--- src/rms_pkg.sv ---
// rms_pkg: constants and types for the radio mode sequencer
// assumes a 200 MHz system clock; no bus, all configuration on ports
package rms_pkg;

  // chip operating modes
  localparam logic [2:0] MODE_SLEEP = 3'h0;
  localparam logic [2:0] MODE_STANDBY = 3'h1;
  localparam logic [2:0] MODE_TX = 3'h3;
  localparam logic [2:0] MODE_RX = 3'h5;

  // launch transition field codes
  localparam logic [1:0] LAUNCH_LOWPOWER = 2'h0;
  localparam logic [1:0] LAUNCH_RX = 2'h1;
  localparam logic [1:0] LAUNCH_TX = 2'h2;
  localparam logic [1:0] LAUNCH_TX_ON_FIFO = 2'h3;

  // timer step codes
  localparam logic [1:0] STEP_OFF = 2'h0;
  localparam logic [1:0] STEP_64US = 2'h1;
  localparam logic [1:0] STEP_4MS = 2'h2;
  localparam logic [1:0] STEP_262MS = 2'h3;

  // timer base tick
  localparam int CLK_PERIOD_PS = 5000;
  localparam int TICK_US = 64;
  localparam int TICK_CYCLES = (TICK_US * 1000000) / CLK_PERIOD_PS;
  localparam logic [13:0] TICK_LAST = 14'(TICK_CYCLES - 1);
  // 4.1 ms and 262 ms are 64 and 4095 base ticks
  localparam logic [11:0] STEP_4MS_TICKS = 12'h040;
  localparam logic [11:0] STEP_262MS_TICKS = 12'hfff;

  typedef enum logic [2:0] {
    ST_OFF,
    ST_IDLE,
    ST_TX,
    ST_RX,
    ST_PKT_HELD,
    ST_LOWPOWER,
    ST_RX_TIMEOUT,
    ST_WAIT_FIFO
  } rms_state_t;

endpackage : rms_pkg

--- src/rms_timer_if.sv ---
// rms_timer_if: sequencer to timer pair control and events
// assumes one clock domain shared by both ends
`timescale 1ns/10ps
`default_nettype none
interface rms_timer_if;
  logic restart;
  logic [1:0] first_timer_step;
  logic [1:0] second_timer_step;
  logic [7:0] first_timer_multiplier;
  logic [7:0] second_timer_multiplier;
  logic first_timer_event;
  logic second_timer_event;
  modport seq (output restart, first_timer_step, second_timer_step,
    first_timer_multiplier, second_timer_multiplier,
    input first_timer_event, second_timer_event);
  modport tmr (input restart, first_timer_step, second_timer_step,
    first_timer_multiplier, second_timer_multiplier,
    output first_timer_event, second_timer_event);
endinterface : rms_timer_if
`default_nettype wire

--- src/rms_timers.sv ---
// rms_timers: alternating first/second interval timers
// assumes restart pulses on sequencer launch and on stop
`timescale 1ns/10ps
`default_nettype none
module rms_timers (
  // clock and reset
  input wire logic sys_clk,
  input wire logic sys_rst,
  // sequencer side
  rms_timer_if.tmr tif
);
  import rms_pkg::*;

  logic [13:0] pre_cnt;
  logic [11:0] step_cnt;
  logic [7:0] mult_cnt;
  logic phase_second;
  logic running;
  logic [1:0] cur_step;
  logic [7:0] cur_mult;
  logic [11:0] step_ticks;
  logic base_tick;
  logic step_done;
  logic interval_done;

  assign cur_step = phase_second ? tif.second_timer_step
                                 : tif.first_timer_step;
  assign cur_mult = phase_second ? tif.second_timer_multiplier
                                 : tif.first_timer_multiplier;
  assign step_ticks = (cur_step == STEP_262MS) ? STEP_262MS_TICKS :
                      (cur_step == STEP_4MS) ? STEP_4MS_TICKS : 12'h001;
  assign base_tick = (pre_cnt == TICK_LAST);
  assign step_done = base_tick && (step_cnt + 12'h001 >= step_ticks);
  // a zero multiplier is taken as one step, never a stuck interval
  assign interval_done = running && (cur_step != STEP_OFF) && step_done
                      && (mult_cnt + 8'h01 >= cur_mult);

  // sequence runs regardless of sequencer state; off step stalls it
  always_ff @(posedge sys_clk) begin
    if (sys_rst || tif.restart) begin
      pre_cnt <= 14'h0000;
      step_cnt <= 12'h000;
      mult_cnt <= 8'h00;
      phase_second <= 1'b0;
      running <= tif.restart;
      tif.first_timer_event <= 1'b0;
      tif.second_timer_event <= 1'b0;
    end else begin
      tif.first_timer_event <= interval_done && !phase_second;
      tif.second_timer_event <= interval_done && phase_second;
      if (!running || cur_step == STEP_OFF) begin
        pre_cnt <= 14'h0000;
      end else if (interval_done) begin
        pre_cnt <= 14'h0000;
        step_cnt <= 12'h000;
        mult_cnt <= 8'h00;
        phase_second <= !phase_second;
      end else begin
        pre_cnt <= base_tick ? 14'h0000 : pre_cnt + 14'h0001;
        if (step_done) begin
          step_cnt <= 12'h000;
          mult_cnt <= mult_cnt + 8'h01;
        end else if (base_tick) begin
          step_cnt <= step_cnt + 12'h001;
        end
      end
    end
  end

  chk_timer_alternate: assert property (@(posedge sys_clk)
    disable iff (sys_rst)
    !(tif.first_timer_event && tif.second_timer_event))
    else $error("both timer events at once");

endmodule : rms_timers
`default_nettype wire

--- src/rms_sequencer.sv ---
// rms_sequencer: autonomous mode sequencer with collision restart
// assumes interrupt inputs are one-cycle pulses on sys_clk
// Function
// - collision detector armed only while collision_restart_enable is 1.
// - in receive, sudden signal rise above threshold restarts receiver.
// - collision threshold counts in 1 dB steps.
// - sequencer acts only with frequency/on-off keying modem selected.
// - launch bit in sleep or standby starts sequencer from off.
// - stop bit forces off state from any state.
// - low-power mode at launch is latched as initial mode.
// - off entered from low-power selection returns chip to initial mode.
// - idle keeps low-power mode and waits only for first timer.
// - idle_lowpower_select 0 is standby, 1 is sleep.
// - transmit state enables transmitter, receive state the receiver.
// - packet-held state keeps receiver on, packet in FIFO.
// - any of three receive timeouts is a receive-timeout event.
// - launch field picks low-power, receive, transmit, or transmit on FIFO.
// - low-power choice 0 goes off, 1 goes idle.
// - first timer in idle goes to transmit (0) or receive (1).
// - timers alternate, each interval step times multiplier.
`timescale 1ns/10ps
`default_nettype none
module rms_sequencer (
  // clock and reset
  input wire logic sys_clk,
  input wire logic sys_rst,
  // configuration
  input wire logic fsk_family_sel,
  input wire logic seq_launch_bit,
  input wire logic seq_stop_bit,
  input wire logic idle_lowpower_select,
  input wire logic [1:0] launch_transition_field,
  input wire logic lowpower_choice,
  input wire logic idle_exit_select,
  input wire logic [1:0] first_timer_step,
  input wire logic [1:0] second_timer_step,
  input wire logic [7:0] first_timer_multiplier,
  input wire logic [7:0] second_timer_multiplier,
  input wire logic collision_restart_enable,
  input wire logic [7:0] collision_level_threshold,
  // chip mode and events
  input wire logic [2:0] chip_mode,
  input wire logic fifo_level_event,
  input wire logic signal_level_timeout,
  input wire logic preamble_wait_timeout,
  input wire logic sync_word_timeout,
  input wire logic [7:0] signal_level,
  // outputs
  output logic [2:0] seq_mode_request,
  output logic seq_mode_valid,
  output logic transmit_enable,
  output logic receive_enable,
  output logic receiver_restart,
  output logic rx_timeout_flag,
  output logic timer_event_one,
  output logic timer_event_two,
  output var rms_pkg::rms_state_t seq_state
);
  import rms_pkg::*;

  rms_timer_if tif();

  rms_state_t state;
  rms_state_t next_state;
  logic [2:0] initial_mode;
  logic [7:0] prev_level;
  logic level_valid;
  logic chip_lowpower;
  logic launch_ok;
  logic rx_timeout_evt;
  logic collision_armed;
  logic level_rise;
  logic [8:0] level_step;
  logic [2:0] next_mode;
  logic next_valid;

  ////////////////////////////////////////////////////////////////////////
  // timer pair
  assign tif.restart = (state == ST_OFF && launch_ok) || seq_stop_bit;
  assign tif.first_timer_step = first_timer_step;
  assign tif.second_timer_step = second_timer_step;
  assign tif.first_timer_multiplier = first_timer_multiplier;
  assign tif.second_timer_multiplier = second_timer_multiplier;

  rms_timers u_timers (
    .sys_clk(sys_clk),
    .sys_rst(sys_rst),
    .tif(tif)
  );

  ////////////////////////////////////////////////////////////////////////
  // decode
  assign chip_lowpower = (chip_mode == MODE_SLEEP)
                      || (chip_mode == MODE_STANDBY);
  assign launch_ok = seq_launch_bit && chip_lowpower && fsk_family_sel
                  && !seq_stop_bit;
  assign rx_timeout_evt = signal_level_timeout || preamble_wait_timeout
                       || sync_word_timeout;

  // threshold is in 1 dB units, matching the signal_level scale
  assign collision_armed = collision_restart_enable
                        && (state == ST_RX);
  assign level_step = {1'b0, signal_level} - {1'b0, prev_level};
  assign level_rise = collision_armed && level_valid && !level_step[8]
                   && (level_step[7:0] > collision_level_threshold);

  ////////////////////////////////////////////////////////////////////////
  // state transitions
  always_comb begin
    next_state = state;
    case (state)
      ST_OFF: begin
        if (launch_ok) begin
          case (launch_transition_field)
            LAUNCH_RX: next_state = ST_RX;
            LAUNCH_TX: next_state = ST_TX;
            LAUNCH_TX_ON_FIFO: next_state = ST_WAIT_FIFO;
            default: next_state = ST_LOWPOWER;
          endcase
        end
      end
      ST_LOWPOWER: begin
        next_state = lowpower_choice ? ST_IDLE : ST_OFF;
      end
      ST_IDLE: begin
        if (tif.first_timer_event) begin
          next_state = idle_exit_select ? ST_RX : ST_TX;
        end
      end
      ST_WAIT_FIFO: begin
        if (fifo_level_event) begin
          next_state = ST_TX;
        end
      end
      ST_RX: begin
        if (rx_timeout_evt) begin
          next_state = ST_RX_TIMEOUT;
        end
      end
      // transmit, packet-held and timeout hold; only the stop or modem override below leaves them
      ST_TX: next_state = ST_TX;
      ST_PKT_HELD: next_state = ST_PKT_HELD;
      ST_RX_TIMEOUT: next_state = ST_RX_TIMEOUT;
      default: next_state = ST_OFF;
    endcase
    // stop wins over anything, and a modem change halts the sequencer
    if (seq_stop_bit || !fsk_family_sel) begin
      next_state = ST_OFF;
    end
  end

  ////////////////////////////////////////////////////////////////////////
  // mode requests per state
  always_comb begin
    next_mode = chip_mode;
    next_valid = 1'b1;
    case (next_state)
      ST_IDLE: next_mode = idle_lowpower_select ? MODE_SLEEP
                                                : MODE_STANDBY;
      ST_TX: next_mode = MODE_TX;
      ST_RX: next_mode = MODE_RX;
      ST_PKT_HELD: next_mode = MODE_RX;
      ST_RX_TIMEOUT: next_mode = MODE_RX;
      ST_WAIT_FIFO: next_mode = initial_mode;
      ST_LOWPOWER: next_mode = initial_mode;
      ST_OFF: begin
        next_mode = initial_mode;
        next_valid = (state == ST_LOWPOWER);
      end
      default: next_valid = 1'b0;
    endcase
  end

  ////////////////////////////////////////////////////////////////////////
  // registers
  always_ff @(posedge sys_clk) begin
    if (sys_rst) begin
      state <= ST_OFF;
      seq_state <= ST_OFF;
      initial_mode <= MODE_STANDBY;
      seq_mode_request <= MODE_STANDBY;
      seq_mode_valid <= 1'b0;
      transmit_enable <= 1'b0;
      receive_enable <= 1'b0;
    end else begin
      state <= next_state;
      seq_state <= next_state;
      if (state == ST_OFF && launch_ok) begin
        initial_mode <= chip_mode;
      end
      seq_mode_request <= next_mode;
      seq_mode_valid <= next_valid;
      transmit_enable <= (next_state == ST_TX);
      receive_enable <= (next_state == ST_RX)
                     || (next_state == ST_PKT_HELD)
                     || (next_state == ST_RX_TIMEOUT);
    end
  end

  // collision detector history and restart strobe
  always_ff @(posedge sys_clk) begin
    if (sys_rst) begin
      prev_level <= 8'h00;
      level_valid <= 1'b0;
      receiver_restart <= 1'b0;
    end else begin
      prev_level <= signal_level;
      level_valid <= collision_armed && !level_rise;
      receiver_restart <= level_rise;
    end
  end

  always_ff @(posedge sys_clk) begin
    if (sys_rst) begin
      rx_timeout_flag <= 1'b0;
      timer_event_one <= 1'b0;
      timer_event_two <= 1'b0;
    end else begin
      rx_timeout_flag <= (state == ST_RX) && rx_timeout_evt;
      timer_event_one <= tif.first_timer_event;
      timer_event_two <= tif.second_timer_event;
    end
  end

  ////////////////////////////////////////////////////////////////////////
  // checks
  chk_stop_forces_off: assert property (@(posedge sys_clk)
    disable iff (sys_rst) seq_stop_bit |=> (state == ST_OFF))
    else $error("stop did not force off");

  chk_reset_off_hold: assert property (@(posedge sys_clk)
    disable iff (sys_rst)
    (state == ST_OFF && !launch_ok) |=> (state == ST_OFF))
    else $error("left off without launch");

  chk_launch_route: assert property (@(posedge sys_clk)
    disable iff (sys_rst)
    (state == ST_OFF && launch_ok && fsk_family_sel && !seq_stop_bit
     && launch_transition_field == LAUNCH_RX)
    |=> (state == ST_RX) ##0 receive_enable)
    else $error("launch to receive wrong");

  chk_lowpower_choice: assert property (@(posedge sys_clk)
    disable iff (sys_rst)
    (state == ST_LOWPOWER && !seq_stop_bit && fsk_family_sel)
    |=> (state == ($past(lowpower_choice) ? ST_IDLE : ST_OFF)))
    else $error("low-power selection wrong");

  chk_idle_waits: assert property (@(posedge sys_clk)
    disable iff (sys_rst)
    (state == ST_IDLE && !tif.first_timer_event && !seq_stop_bit
     && fsk_family_sel) |=> (state == ST_IDLE))
    else $error("idle left without timer");

  chk_idle_exit: assert property (@(posedge sys_clk)
    disable iff (sys_rst)
    (state == ST_IDLE && tif.first_timer_event && !seq_stop_bit
     && fsk_family_sel && idle_exit_select) |=> (state == ST_RX))
    else $error("idle exit wrong");

  chk_idle_mode: assert property (@(posedge sys_clk)
    disable iff (sys_rst)
    (state == ST_IDLE) |-> (seq_mode_request ==
      (idle_lowpower_select ? MODE_SLEEP : MODE_STANDBY)) || $changed(state)
      || $changed(idle_lowpower_select))
    else $error("idle mode wrong");

  chk_initial_return: assert property (@(posedge sys_clk)
    disable iff (sys_rst)
    (state == ST_LOWPOWER && !lowpower_choice)
    |=> seq_mode_valid && (seq_mode_request == initial_mode))
    else $error("initial mode not restored");

  chk_collision_armed: assert property (@(posedge sys_clk)
    disable iff (sys_rst)
    !collision_restart_enable |=> !receiver_restart)
    else $error("restart while disarmed");

  chk_modem_gate: assert property (@(posedge sys_clk)
    disable iff (sys_rst) !fsk_family_sel |=> (state == ST_OFF))
    else $error("ran with wrong modem");

  chk_launch_lowpower: assert property (@(posedge sys_clk)
    disable iff (sys_rst)
    (state == ST_OFF && launch_ok
     && launch_transition_field == LAUNCH_LOWPOWER)
    |=> (state == ST_LOWPOWER))
    else $error("launch to low power wrong");

  chk_launch_tx: assert property (@(posedge sys_clk)
    disable iff (sys_rst)
    (state == ST_OFF && launch_ok && launch_transition_field == LAUNCH_TX)
    |=> (state == ST_TX) ##0 transmit_enable)
    else $error("launch to transmit wrong");

  chk_fifo_wait: assert property (@(posedge sys_clk)
    disable iff (sys_rst)
    (state == ST_WAIT_FIFO && fifo_level_event && !seq_stop_bit
     && fsk_family_sel) |=> (state == ST_TX))
    else $error("fifo event did not start transmit");

  chk_launch_refused: assert property (@(posedge sys_clk)
    disable iff (sys_rst)
    (state == ST_OFF && !chip_lowpower) |=> (state == ST_OFF))
    else $error("launched outside low power");

  chk_launch_latch: assert property (@(posedge sys_clk)
    disable iff (sys_rst)
    (state == ST_OFF && launch_ok) |=> (initial_mode == $past(chip_mode)))
    else $error("initial mode not latched");

  chk_tx_enable: assert property (@(posedge sys_clk)
    disable iff (sys_rst)
    (state == ST_TX) |-> (transmit_enable && !receive_enable))
    else $error("transmit state enables wrong");

  chk_rx_enable: assert property (@(posedge sys_clk)
    disable iff (sys_rst)
    (state == ST_RX || state == ST_PKT_HELD)
    |-> (receive_enable && !transmit_enable))
    else $error("receive state enables wrong");

  chk_idle_quiet: assert property (@(posedge sys_clk)
    disable iff (sys_rst)
    (state == ST_IDLE) |-> (!transmit_enable && !receive_enable))
    else $error("radio enabled in idle");

  chk_timeout_enter: assert property (@(posedge sys_clk)
    disable iff (sys_rst)
    (state == ST_RX && rx_timeout_evt && !seq_stop_bit && fsk_family_sel)
    |=> (state == ST_RX_TIMEOUT) ##0 rx_timeout_flag)
    else $error("receive timeout not taken");

  chk_restart_only_rx: assert property (@(posedge sys_clk)
    disable iff (sys_rst)
    receiver_restart |-> ($past(state) == ST_RX))
    else $error("restart outside receive");

  chk_restart_pulse: assert property (@(posedge sys_clk)
    disable iff (sys_rst) receiver_restart |=> !receiver_restart)
    else $error("restart longer than one cycle");

  chk_timer_mirror: assert property (@(posedge sys_clk)
    disable iff (sys_rst)
    timer_event_two == $past(tif.second_timer_event))
    else $error("second timer event not forwarded");

endmodule : rms_sequencer
`default_nettype wire

--- config.mk ---
export PLATFORM = sky130hd
export DESIGN_NAME = rms_sequencer
export DESIGN_NICKNAME = d
export VERILOG_FILES = /design/src/rms_pkg.sv /design/src/rms_timer_if.sv /design/src/rms_timers.sv /design/src/rms_sequencer.sv
export SDC_FILE = /design/constraint.sdc
export NUM_CORES = 1
export LEC_CHECK = 0
export ABC_CLOCK_PERIOD_IN_PS = 9690
export BUFFER_PORTS_ARGS = -buffer_cell sky130_fd_sc_hd__buf_2
export CORE_ASPECT_RATIO = 0.75
export CORE_UTILIZATION = 45
export CTS_CLUSTER_DIAMETER = 80
export DETAILED_ROUTE_END_ITERATION = 7
export PLACE_DENSITY = 0.75
export SLEW_MARGIN = 0
export SYNTH_ARGS = -nofsm -noshare
export SYNTH_HDL_FRONTEND = slang
export SYNTH_SLANG_ARGS = --single-unit
--- constraint.sdc ---
create_clock -name sys_clk -period 9.69 [get_ports sys_clk]
set_clock_uncertainty 0.1 [all_clocks]
set_input_delay 1.938 -clock sys_clk [delete_from_list [all_inputs] [get_ports sys_clk]]
set_output_delay 1.938 -clock sys_clk [all_outputs]
set_load 0.05 [all_outputs]
==> impl_summary.txt <==
----------------------------------------------------
[Detailed routing]
  Drt via density ... 5.390
  Average wire per cell in the routed design ... 13.61 um
  Number of DRC markers after the initial detailed-route iteration ... 142
  DRC ... 0
  First-pass detailed-route iteration total ... 4
  Number of vias in the routed layout ... 3,342
  Total wire length after detailed routing ... 8437 um
  Antenna Nets Post-Route ... 0

[Yosys]
  Synth Area per Inst ... 8.652 um^2
  Synth Net Count ... 541
  Number of enable flip-flop cells after synthesis ... 1
  Sequential fraction of the synthesis area ... 0.3302
  Warning count from the yosys run ... 0
  Number of distinct library cells after synthesis ... 65
  Primary FF master, synth ... dfxtp_1
  Async set-reset flop share out of synthesis ... 0
  Mapped Cells ... 445
  Mapped Area ... 3850 um^2
  Synthesized flop and latch total ... 63

[STA]
  Transition at the pin with the smallest max-transition slack ... 1021 ps
  Final max-slew violation count ... 0
  Number of endpoints failing setup at the final stage ... 0
  Worst hold margin ... 360.9 ps
  Setup total negative slack ... 0 ps
  Final Hold Fails ... 0
  Worst rel slew slack ... 0.3185
  Setup repair after global routing missed its margin ... no
  Final worst-path cycle share ... 0.4637
  Achievable Freq ... 0.2226 GHz
  Minimum period implied by the final worst setup slack ... 4493 ps
  Min setup slack post-route ... 5197 ps

[Clock tree]
  Clock tree from TritonCTS ... done
  Clock-pin slew reported for the worst setup and hold paths after clock tree synthesis ... 50 ps
  Number of gates resized after cts ... 0
  CTS buffer count ... 9
  Cell chosen for the clock root ... clkbuf_16
  Htree depth ... 3
  Clock latency on the worst-skew pair ... 320 ps
  Sinks on the clock net ... 63
  # hold bufs at CTS ... 0
  CTS max path bufs ... 2
  # Post-CTS Setup Buffers ... 0

[Placed design]
  RePlAce Congestion ... 0.8930
  Count of input and output buffers ... 66
  HPWL after detailed placement ... 6522 um
  Worst-case setup slack after placement ... 4914 ps

[Power and ir drop]
  Max rail drop VDD ... 0.07241 mV
  Total leakage power ... 2.079 nW
  Pwr/cell area ... 144.1 nW/um^2

[Cells and area]
  Share of cells above drive strength 1 ... 0.1806
  Antenna diode instance count ... 0
  Area delta synth->final ... 18.59%
  Filler instances ... 738
  Total Nets Final ... 607

[Floorplan]
  Die X ... 108.8 um
  Effective utilization at floorplan ... 0.4757
  Total Die Area ... 8933 um^2
  Placeable core area ... 8093 um^2
  Die outline height ... 82.11 um
  Row count ... 28
  IO Pins ... 67

[Setup path]
  Setup crit start kind ... input port
  Type of the worst setup path ... input port to flop
  Critical path launch point ... first_timer_step[1]
  Logic depth of the worst register-to-register path ... 9
  Crit Path Max Fanout ... 15
  Data required time of the worst path ... 9860 ps
  Category of the worst setup path capture point ... flop
  Reg-to-reg setup timing slack ... 5950 ps
  Startpoint of the worst register-to-register path ... u_timers.phase_second
  Capture point of the worst reg-to-reg path ... u_timers.step_cnt[5]
  Worst path arrival time ... 4670 ps

[Global routing]
  Initial antenna violation count ... 0
  First-pass GRT wire length ... 14,030 um
  Pin count of the biggest net entering global routing ... 25
  Via count of the first global-routing pass ... 3,111
  Remaining global-route overflow ... 0
  Total GRT Usage ... 0.2039

[Flow run]
  Number of maximum-capacitance violations ... 0

[Hold path]
  WHS Path Cells ... 1
  Hold/Removal Path Class ... flop to flop
  Hold worst-path end ... timer_event_two
  Hold Path Origin ... u_timers.tif.second_timer_event

[Outcome]
  Outcome ... finished clean

----------------------------------------------------
-- worst max-delay path, stage by stage --
cell and delay, ps:
buf_2 110, mux2_2 280, nand2_1 300, ha_1 310
a211oi_1 260, o21ai_1 100, a41oi_1 310, o2111ai_1 550
o21ai_0 370, a21o_1 140
-- area by class of cell --
class / count / area (um^2) / share of cell area
multi-input cells: 332 / 2385 / 0.5223
flip-flops and latches: 63 / 1271 / 0.2784
repair buffers: 67 / 337.8 / 0.07399
clock buffers: 11 / 252.7 / 0.05536
inverters: 38 / 142.6 / 0.03124
well taps: 105 / 131.4 / 0.02877
clock inverters: 4 / 45.04 / 0.009866
-- layer usage --
layer / global-route usage / wire length (um)
met5: 0 / 0
met4: 0.05270 / 114
met3: 0.05808 / 357
met2: 0.3380 / 3935
met1: 0.2618 / 4030
-- metrics by stage --
step	cell area (um^2)	std cells	util	total power, mW
2_1_floorplan	3850	445	-	0.3185
5_1_grt	4566	620	0.5642	0.6838
3_5_place_dp	4268	605	0.5274	0.3434
3_3_place_gp	4268	605	0.5274	0.3398
4_1_cts	4566	620	0.5642	0.6625
6_report	4566	620	0.5642	0.6579
-- power by group --
part	internal, mW	switching (mW)
logic	0.0342	0.0394
registers	0.263	0.00153
clock network	0.210	0.110
-- cells in the mapped netlist, types with 6 or more instances --
master / number / area, um^2
and3_1: 8 / 50.05
a21o_1: 7 / 52.55
nand2b_1: 9 / 56.30
nand2_1: 34 / 127.6
nand4_1: 6 / 37.54
nand3_1: 18 / 90.09
dfxtp_1: 62 / 1241
xnor2_1: 20 / 175.2
mux2i_1: 8 / 80.08
o21ai_1: 6 / 30.03
xor2_1: 14 / 122.6
inv_1: 37 / 138.9
a21oi_1: 12 / 60.06
nor2_1: 37 / 138.9
nor3_1: 12 / 60.06
ha_1: 41 / 513.0
nor2b_1: 15 / 93.84
o21ai_0: 8 / 40.04
clkbuf_1: 6 / 22.52
-- cell families after synthesis --
family	Yosys count	share of synthesized area
AND/OR/NAND/NOR	167	0.2285
AO/OA/AOI/OAI	77	0.1427
flip-flops	63	0.3302
buffers and inverters	50	0.05037
adder cells (fa/ha/maj)	42	0.1384
XOR/XNOR	34	0.07735
multiplexers	12	0.03250
-- worst max path at each step --
| stage | depth (start not counted) | slack [ps] | to |
|---|---|---|---|
| after floorplan | 12 | 5420 | level_valid |
| after global placement | 13 | 5020 | level_valid |
| after detailed placement | 10 | 4910 | u_timers.step_cnt[6] |
| after CTS | 13 | 5210 | level_valid |
| after global routing | 10 | 4940 | u_timers.step_cnt[5] |
| final | 10 | 5200 | u_timers.step_cnt[5] |
-- flip-flops by register name (all words and copies together), names as in the netlist --
register	cells
initial_mode	3
level_valid	1
prev_level	8
receive_enable	1
receiver_restart	1
rx_timeout_flag	1
seq_mode_request	3
seq_mode_valid	1
state	3
timer_event_one	1
timer_event_two	1
transmit_enable	1
u_timers.mult_cnt	8
u_timers.phase_second	1
u_timers.pre_cnt	14
u_timers.running	1
u_timers.step_cnt	12
u_timers.tif.first_timer_event	1
u_timers.tif.second_timer_event	1
-- cells in the final DEF, fill, tap and decap left out, types with 3 or more instances in the layout --
cell type / instances
nor3_1: 12
mux2_2: 4
dfxtp_1: 62
o21a_1: 5
and3_1: 8
o31ai_1: 3
xor2_1: 14
or4_1: 3
nor4_1: 5
clkinv_2: 3
clkbuf_16: 9
and4_1: 4
ha_1: 41
nand4_1: 6
o21ai_1: 6
xnor2_1: 20
mux2i_1: 8
a22o_1: 3
o21ai_0: 8
buf_2: 66
inv_1: 37
a21oi_1: 12
a211oi_1: 3
a41oi_1: 3
a21o_1: 7
nand2b_1: 9
nor2b_1: 15
nand2_1: 34
nand3_1: 18
nor2_1: 37
(Power assumes the default switching activity.)
